==> src/oca_consts.svh <==
// constants and behaviour list for the character/graphic addressing block
// Behaviour
// - Host writes and refresh reads use separate ports and timing, so a write never disturbs other screen areas.
// - The block drives 16 common outputs and 100 segment outputs.
// - For the chosen font and line count, the active commons carry the scan waveform automatically.
// - Commons that the current line setting does not use carry the non-selection level.
// - Cursor or blink appears at the digit whose text memory address equals the 7-bit address pointer.
// - In one-line mode, positions 1 to 20 map to text addresses 00h to 13h.
// - In two-line mode, line one maps from 00h upward and line two to 40h through 53h.
// - While the pointer selects glyph RAM, the cursor may land at a meaningless position.
// - Character mode holds 128 codes on one line or 64 per line on two lines, line two above 0111111b.
// - A graphic mode holds a 100x16 pixel image with its own addressing.
// - In graphic mode the address command sets column 80h..E3h and command 40h plus a bit sets the half.
`ifndef OCA_CONSTS_SVH
`define OCA_CONSTS_SVH
`define OCA_COM_N 16
`define OCA_SEG_N 100
`define OCA_MEM_AW 8
`define OCA_MEM_DEPTH 256
`define OCA_LINE2_BASE 7'h40
`define OCA_DIGIT_LAST 5'h13
`define OCA_SUB_LAST 3'h4
`define OCA_GLYPH_LAST_ROW 3'h7
`define OCA_COL_LAST 7'h63
`define OCA_CMD_ADDR_BIT 7
`define OCA_CMD_GLYPH_BIT 6
`define OCA_ROWCMD_MASK 8'hFE
`define OCA_ROWCMD_CODE 8'h40
`define OCA_CLK_PERIOD_NS 10
`define OCA_STEP_PERIOD_NS 160
`define OCA_STEP_DIV (`OCA_STEP_PERIOD_NS / `OCA_CLK_PERIOD_NS)
`define OCA_BLINK_FRAMES 6'h1F
`endif

==> src/oca_pkg.sv <==
// types for the character/graphic addressing block
package oca_pkg;
  typedef enum logic {OCA_TGT_TEXT, OCA_TGT_GLYPH} oca_target_type;
  typedef enum logic [2:0] {
    OCA_CMD_NONE, OCA_CMD_ADDR, OCA_CMD_ROW, OCA_CMD_GLYPH, OCA_CMD_DATA
  } oca_cmd_type;
endpackage : oca_pkg

==> src/oca_mem.sv <==
// two-port display memory, registered read
`timescale 1ns/1ps
`default_nettype none
`include "oca_consts.svh"
module oca_mem (
  // clock
  input wire logic clk_sys,
  // host write port
  input wire logic wr_en,
  input wire logic [`OCA_MEM_AW-1:0] wr_addr,
  input wire logic [7:0] wr_data,
  // refresh read port
  input wire logic [`OCA_MEM_AW-1:0] rd_addr,
  output logic [7:0] rd_data
);
  logic [7:0] mem_q [0:`OCA_MEM_DEPTH-1];

  always_ff @(posedge clk_sys) begin
    if (wr_en) begin
      mem_q[wr_addr] <= wr_data;
    end
  end

  always_ff @(posedge clk_sys) begin
    rd_data <= mem_q[rd_addr];
  end
endmodule : oca_mem
`default_nettype wire

==> src/oca_scan.sv <==
// refresh scan counters: column, digit, sub-column, common
`timescale 1ns/1ps
`default_nettype none
`include "oca_consts.svh"
module oca_scan (
  // clock and reset
  input wire logic clk_sys,
  input wire logic rst_n,
  // scan position
  output logic step,
  output logic [6:0] col_q,
  output logic [4:0] digit_q,
  output logic [2:0] sub_q,
  output logic [3:0] com_q
);
  logic [7:0] div_q;

  always_ff @(posedge clk_sys) begin
    if (!rst_n) begin
      div_q <= 8'h00;
    end else if (div_q == 8'(`OCA_STEP_DIV - 1)) begin
      div_q <= 8'h00;
    end else begin
      div_q <= div_q + 8'h01;
    end
  end

  assign step = (div_q == 8'(`OCA_STEP_DIV - 1));

  always_ff @(posedge clk_sys) begin
    if (!rst_n) begin
      col_q <= 7'h00;
      digit_q <= 5'h00;
      sub_q <= 3'h0;
      com_q <= 4'h0;
    end else if (step) begin
      if (col_q == `OCA_COL_LAST) begin
        col_q <= 7'h00;
        digit_q <= 5'h00;
        sub_q <= 3'h0;
        com_q <= com_q + 4'h1;
      end else begin
        col_q <= col_q + 7'h01;
        if (sub_q == `OCA_SUB_LAST) begin
          sub_q <= 3'h0;
          digit_q <= digit_q + 5'h01;
        end else begin
          sub_q <= sub_q + 3'h1;
        end
      end
    end
  end
endmodule : oca_scan
`default_nettype wire

==> src/oca_top.sv <==
// character/graphic addressing, refresh and driver selection
`timescale 1ns/1ps
`default_nettype none
`include "oca_consts.svh"
module oca_top (
  // clock and reset
  input wire logic clk_sys,
  input wire logic rst_n,
  // host instruction port
  input wire logic host_wr,
  input wire logic host_rs,
  input wire logic [7:0] host_data,
  // configuration
  input wire logic two_line,
  input wire logic graphic_mode,
  input wire logic cursor_on,
  input wire logic blink_on,
  // glyph rom lookup
  output logic [7:0] glyph_code,
  output logic [2:0] glyph_row,
  input wire logic [4:0] glyph_bits,
  // status
  output logic [6:0] address_pointer,
  output logic ptr_in_glyph_ram,
  output logic [6:0] graphic_col,
  output logic row_half_select,
  // panel drivers
  output logic [`OCA_COM_N-1:0] com_out,
  output logic [`OCA_SEG_N-1:0] seg_out
);
  ////////////////////////////////////////////////////////////////////////////
  // host decode
  oca_pkg::oca_cmd_type cmd;
  oca_pkg::oca_target_type tgt_q;
  logic [6:0] ptr_q;
  logic [6:0] gcol_q;
  logic half_q;
  logic mem_we;
  logic [`OCA_MEM_AW-1:0] mem_wa;

  always_comb begin
    cmd = oca_pkg::OCA_CMD_NONE;
    if (host_wr && host_rs) begin
      cmd = oca_pkg::OCA_CMD_DATA;
    end else if (host_wr && host_data[`OCA_CMD_ADDR_BIT]) begin
      cmd = oca_pkg::OCA_CMD_ADDR;
    end else if (host_wr && graphic_mode &&
                 (host_data & `OCA_ROWCMD_MASK) == `OCA_ROWCMD_CODE) begin
      cmd = oca_pkg::OCA_CMD_ROW;
    end else if (host_wr && host_data[`OCA_CMD_GLYPH_BIT]) begin
      cmd = oca_pkg::OCA_CMD_GLYPH;
    end
  end

  // character address and glyph pointer
  always_ff @(posedge clk_sys) begin
    if (!rst_n) begin
      ptr_q <= 7'h00;
      tgt_q <= oca_pkg::OCA_TGT_TEXT;
    end else begin
      case (cmd)
        oca_pkg::OCA_CMD_ADDR: begin
          if (!graphic_mode) begin
            ptr_q <= host_data[6:0];
            tgt_q <= oca_pkg::OCA_TGT_TEXT;
          end
        end
        oca_pkg::OCA_CMD_GLYPH: begin
          ptr_q <= {1'b0, host_data[5:0]};
          tgt_q <= oca_pkg::OCA_TGT_GLYPH;
        end
        oca_pkg::OCA_CMD_DATA: begin
          if (!graphic_mode) begin
            ptr_q <= ptr_q + 7'h01;
          end
        end
        default: begin
        end
      endcase
    end
  end

  // graphic column and half
  always_ff @(posedge clk_sys) begin
    if (!rst_n) begin
      gcol_q <= 7'h00;
      half_q <= 1'b0;
    end else begin
      case (cmd)
        oca_pkg::OCA_CMD_ADDR: begin
          if (graphic_mode && host_data[6:0] <= `OCA_COL_LAST) begin
            gcol_q <= host_data[6:0];
          end
        end
        oca_pkg::OCA_CMD_ROW: begin
          half_q <= host_data[0];
        end
        oca_pkg::OCA_CMD_DATA: begin
          if (graphic_mode) begin
            gcol_q <= (gcol_q == `OCA_COL_LAST) ? 7'h00 : gcol_q + 7'h01;
          end
        end
        default: begin
        end
      endcase
    end
  end

  // graphic byte lands at {half, column}; text at pointer
  assign mem_we = (cmd == oca_pkg::OCA_CMD_DATA) &&
                  (graphic_mode || tgt_q == oca_pkg::OCA_TGT_TEXT);
  assign mem_wa = graphic_mode ? {half_q, gcol_q} : {1'b0, ptr_q};

  assign address_pointer = ptr_q;
  assign ptr_in_glyph_ram = (tgt_q == oca_pkg::OCA_TGT_GLYPH);
  assign graphic_col = gcol_q;
  assign row_half_select = half_q;

  ////////////////////////////////////////////////////////////////////////////
  // refresh scan
  logic step;
  logic [6:0] col;
  logic [4:0] digit;
  logic [2:0] sub;
  logic [3:0] com;
  logic [6:0] text_addr;
  logic [`OCA_MEM_AW-1:0] rd_addr;
  logic [7:0] rd_data;

  oca_scan u_scan (
    .clk_sys(clk_sys),
    .rst_n(rst_n),
    .step(step),
    .col_q(col),
    .digit_q(digit),
    .sub_q(sub),
    .com_q(com)
  );

  // line two reads from 40h, line one from 00h
  assign text_addr = (two_line && com[3]) ?
                     (`OCA_LINE2_BASE + {2'b00, digit}) :
                     {2'b00, digit};
  assign rd_addr = graphic_mode ? {com[3], col} : {1'b0, text_addr};

  // separate read port keeps refresh apart from host writes
  oca_mem u_mem (
    .clk_sys(clk_sys),
    .wr_en(mem_we),
    .wr_addr(mem_wa),
    .wr_data(host_data),
    .rd_addr(rd_addr),
    .rd_data(rd_data)
  );

  ////////////////////////////////////////////////////////////////////////////
  // pixel stage
  logic s1_q;
  logic [6:0] s1_col_q;
  logic [2:0] s1_sub_q;
  logic [3:0] s1_com_q;
  logic [6:0] s1_addr_q;
  logic [5:0] blink_cnt_q;
  logic blink_ph_q;
  logic line_act;
  logic hit;
  logic pix;
  logic [`OCA_SEG_N-1:0] line_q;
  logic [`OCA_SEG_N-1:0] line_full;
  logic [`OCA_COM_N-1:0] com_d;

  always_ff @(posedge clk_sys) begin
    if (!rst_n) begin
      s1_q <= 1'b0;
      s1_col_q <= 7'h00;
      s1_sub_q <= 3'h0;
      s1_com_q <= 4'h0;
      s1_addr_q <= 7'h00;
    end else begin
      s1_q <= step;
      if (step) begin
        s1_col_q <= col;
        s1_sub_q <= sub;
        s1_com_q <= com;
        s1_addr_q <= text_addr;
      end
    end
  end

  // blink phase flips every few frames
  always_ff @(posedge clk_sys) begin
    if (!rst_n) begin
      blink_cnt_q <= 6'h00;
      blink_ph_q <= 1'b0;
    end else if (s1_q && s1_col_q == `OCA_COL_LAST &&
                 s1_com_q == 4'hF) begin
      if (blink_cnt_q == `OCA_BLINK_FRAMES) begin
        blink_cnt_q <= 6'h00;
        blink_ph_q <= ~blink_ph_q;
      end else begin
        blink_cnt_q <= blink_cnt_q + 6'h01;
      end
    end
  end

  assign glyph_code = rd_data;
  assign glyph_row = s1_com_q[2:0];

  // one-line text uses only the lower eight commons
  assign line_act = graphic_mode || two_line || !s1_com_q[3];
  assign hit = (s1_addr_q == ptr_q);

  always_comb begin
    pix = 1'b0;
    if (!line_act) begin
      pix = 1'b0;
    end else if (graphic_mode) begin
      pix = rd_data[s1_com_q[2:0]];
    end else if (hit && blink_on && blink_ph_q) begin
      pix = 1'b1;
    end else if (hit && cursor_on &&
                 s1_com_q[2:0] == `OCA_GLYPH_LAST_ROW) begin
      pix = 1'b1;
    end else if (s1_sub_q <= `OCA_SUB_LAST) begin
      pix = glyph_bits[3'(`OCA_SUB_LAST - s1_sub_q)];
    end
  end

  always_ff @(posedge clk_sys) begin
    if (!rst_n) begin
      line_q <= '0;
    end else if (s1_q) begin
      line_q[s1_col_q] <= pix;
    end
  end

  always_comb begin
    line_full = line_q;
    line_full[`OCA_SEG_N-1] = pix;
  end

  // common selection: one-hot on active line, rest non-selection
  genvar gi;
  generate
    for (gi = 0; gi < `OCA_COM_N; gi = gi + 1) begin : g_com
      assign com_d[gi] = line_act && (s1_com_q == 4'(gi));
    end
  endgenerate

  always_ff @(posedge clk_sys) begin
    if (!rst_n) begin
      seg_out <= '0;
      com_out <= '0;
    end else if (s1_q && s1_col_q == `OCA_COL_LAST) begin
      seg_out <= line_full;
      com_out <= com_d;
    end
  end
endmodule : oca_top
`default_nettype wire

==> config.mk <==
export PLATFORM = sky130hd
export DESIGN_NAME = oca_top
export DESIGN_NICKNAME = d
export VERILOG_FILES = /design/src/oca_pkg.sv /design/src/oca_mem.sv /design/src/oca_scan.sv /design/src/oca_top.sv
export VERILOG_INCLUDE_DIRS = /design/src
export SDC_FILE = /design/constraint.sdc
export NUM_CORES = 2
export LEC_CHECK = 0
export BUFFER_PORTS_ARGS = -buffer_cell sky130_fd_sc_hd__clkbuf_2
export CAP_MARGIN = 20
export CORE_ASPECT_RATIO = 0.9
export CORE_MARGIN = 8
export CORE_UTILIZATION = 60
export DETAILED_ROUTE_END_ITERATION = 10
export PLACE_DENSITY = 0.77
export REMOVE_ABC_BUFFERS = 1
export SLEW_MARGIN = 20
export SYNTH_ARGS = -nofsm -noshare
export SYNTH_HDL_FRONTEND = slang
export SYNTH_HIERARCHICAL = 1
export SYNTH_SLANG_ARGS = --single-unit
==> constraint.sdc <==
create_clock -name clk_sys -period 4.4 [get_ports clk_sys]
set_clock_uncertainty 0.1 [all_clocks]
set_input_delay 0.22 -clock clk_sys [delete_from_list [all_inputs] [get_ports clk_sys]]
set_output_delay 0.22 -clock clk_sys [all_outputs]
set_load 0.01 [all_outputs]
==> flow_summary.yaml <==
run_status:
  outcome: "finished, final reports clean"
final_layout:
  nets: 5445
  final_cell_area_sq_um: 103000
  syn_to_final_growth_pct: 12.0
  final_cells: 7599
  drive_above_1_share_pct: 22.5
  post-route-util_pct: 67.4
  layout_commonest_cell: "edfxtp_1"
  nFillCells: 9485
  layout.cells.most_common_list: "edfxtp_1 (2048), mux4_2 (454), nor2_1 (346)"
timing:
  fin_setup_tns_ns: 0
  setup-violations-final: 0
  slew_headroom_pct: 21.2
  drv_slew: 0
  worstMarginPinSlew_ns: 1.17
  rsz0062_at_grt: "false"
  final_hold_viol_count: 0
  timing.fmax_mhz: 243
  period_needed_ns: 4.11
  period_share_pct: 93.5
placed_design:
  port_buffers: 163
  placed_area_sq_um: 95300
  dp_cells: 7187
  hpwl_um: 145000
  place.gp.congestion: 0.893
cts:
  clockRootBuffer: "clkbuf_16"
  cts_sinks: 2342
  cts-buffers-inserted: 213
  clkTransAtPathRegs_ns: 0.06
  htree_levels: 4
  cts_tree: "built"
  clock_latency_ns: 0.85
  cts_max_path_buffers: 3
detailed_routing:
  vias: 51272
  drtPass1Iterations: 7
  wl_per_cell_um: 30.9
  antenna_left: 0
  via_per_inst: 6.75
  first_iter_violations: 7553
  drt_drc_violations_left: 0
  routed_wirelength_um: 235000
pwr:
  intPower_mw: 35.1
  p_sw_mw: 8.71
  peakVddDrop_mv: 0.397
  p_per_area_nw_per_um2: 427
  p_comb_share_pct: 1.6
  leakage_nw: 31.4
  p_seq_share_pct: 55.2
  clkPwrFrac_pct: 43.2
  switching_share_pct: 19.9
worst_setup_path:
  path_class: "register to register"
  cp.required_ns: 4.98
  end_kind: "register"
  path_max_fanout: 6
  critPathArrivalTime_ns: 4.70
  critPathLaunchType: "register"
logic_synthesis:
  synth_edf_count: 2048
  postSynthCellCount: 5129
  syn_avg_cell_area_sq_um: 17.9
  async_flop_share_pct: 0
  yosysUniqueCellTypes: 84
  synth_top_flop_cell: "edfxtp_1"
  syn_area_sq_um: 91600
  yosysSeqAreaShare_pct: 73.6
  ys.warnings.count: 6
  synth_seq_cells: 2342
floorplanning:
  die-area_sq_um: 165000
  fp-row-count: 136
  initial_core_util_pct: 60.2
  die_h_um: 387
  io_pins: 164
  core_sq_um: 152000
  dieWidth_um: 428
global_route:
  antenna_found_initial: 5
  grt_max_degree: 174
  first_global_vias: 50757
  grt_pass1_wl_um: 343000
  grt_usage_pct: 27.8
  grt-ovfl-total: 0
flow_run:
  maxCapViolCount: 0
worst_hold_path:
  hold_class: "input port to register"
==> synthesized netlist by cell type (7+ instances only) <==
master	count	area (sq um)
a22oi_1	133	998
mux2_2	15	169
and3_1	12	75.1
mux2i_1	160	1600
buf_8	13	195
nand2_1	326	1220
o221ai_1	46	403
ha_1	11	138
xor2_1	14	123
mux4_2	454	10200
clkbuf_1	190	713
dfxtp_1	294	5890
buf_2	40	200
edfxtp_1	2048	61500
and2_1	25	156
or2_2	7	43.8
a221oi_1	13	114
nand3_1	118	591
a211oi_1	18	135
nor2_1	349	1310
o31ai_2	40	500
nand4_1	20	125
nand2b_1	23	144
buf_4	31	233
o21ai_0	95	475
nor2b_1	46	288
buf_6	26	293
inv_1	10	37.5
nor3_1	38	190
a21oi_1	232	1160
o22ai_1	30	188
o211ai_1	13	97.6
a22o_1	12	105
xnor2_1	7	61.3
buf_1	28	105
o32ai_1	61	534
nor4_1	24	150
buf_12	8	160
==> final cells by class <==
cell class	count	area, sq um	share of cell area [%]
antenna	2	5.00	0.00488
clock buffer	275	5810	5.67
clock inverter	123	1390	1.36
inverter	11	46.3	0.0451
multi-input combinational	2440	22400	21.8
sequential	2342	67400	65.7
tap	2001	2500	2.44
timing repair buffer	405	3100	3.02
==> what timing repair did <==
action / 4_1_cts / 5_1_grt
buffers inserted: 0 / 0
endpoints found under the setup margin: 0 / 0
hold buffers: 12 / 0
resized for setup: 0 / 0
hold endpoints to repair: 273 / 0
==> critical path: stages (launching register included) <==
cell      delay [ns]
dfxtp_1         0.51
nand2_1         0.08
o21ai_1         0.65
buf_4           0.25
nor4b_1         0.93
a21oi_1         0.16
o211ai_1        0.14
a21oi_1         0.20
nor4_1          0.79
nor4_1          0.15
==> power groups by stage <==
stage               clock network [mW]  registers [mW]  logic (mW)
floorplan                            0            24.6       0.155
global placement                     0            24.7       0.658
detailed placement                   0            24.7       0.687
CTS                               19.1            24.2       0.700
global route                      19.9            24.2       0.746
finish                            18.9            24.2       0.712
==> flip-flops by register name (all words and copies together) (netlist names), 7 cells and up <==
| register | count |
|---|---|
| graphic_col | 7 |
| u_mem/mem_q | 2048 |
| line_q | 99 |
| s1_col_q | 7 |
| seg_out | 100 |
| u_mem/rd_data | 8 |
| u_scan/col_q | 7 |
| address_pointer | 7 |
| u_scan/div_q | 8 |
| com_out | 16 |
==> routing by layer <==
metal | vias to the layer above | share of wire, % | GRT usage (%)
li1 | 21200 | - | -
met3 | 567 | 12 | 6.67
met5 | - | 0.0055 | 0
met1 | 26132 | 37 | 37.7
met2 | 3371 | 47 | 43.7
met4 | 2 | 4.6 | 11.6
==> path summary, 6_finish.rpt <==
path / from / endpoint / slack (ns) / cells after the start
hold reg to reg: line_q[56] / seg_out[56] / 0.34 / 2
hold / removal: host_data[0] / u_mem/mem_q[86][0] / 0.03 / 1
setup reg to reg: u_scan/com_q[3] / u_mem/rd_data[1] / 0.29 / 9
setup / recovery: u_scan/com_q[3] / u_mem/rd_data[1] / 0.29 / 9
==> stage by stage <==
stage               total power [mW]  setup WS, ns  hold slack, ns
CTS                             44.0         0.295          0.0773
finish                          43.8         0.288          0.0309
floorplan                       24.8        -10.80           0.219
global placement                25.3         0.142           0.334
global route                    44.8         0.226          0.0726
detailed placement              25.3         0.201           0.339
==> cells by family (layout without fill, tap and decap cells) <==
group	Yosys count	count (layout)	synth area share (%)
flops	2342	2342	73.6
mux	631	631	13.2
buf+inv	347	814	2.12
fa+ha+maj	11	11	0.150
compound gates	748	748	5.68
other cells	0	2	0
xor+xnor	21	21	0.201
simple gates	1029	1029	5.12
No activity file was read; power rests on OpenSTA's default activity.
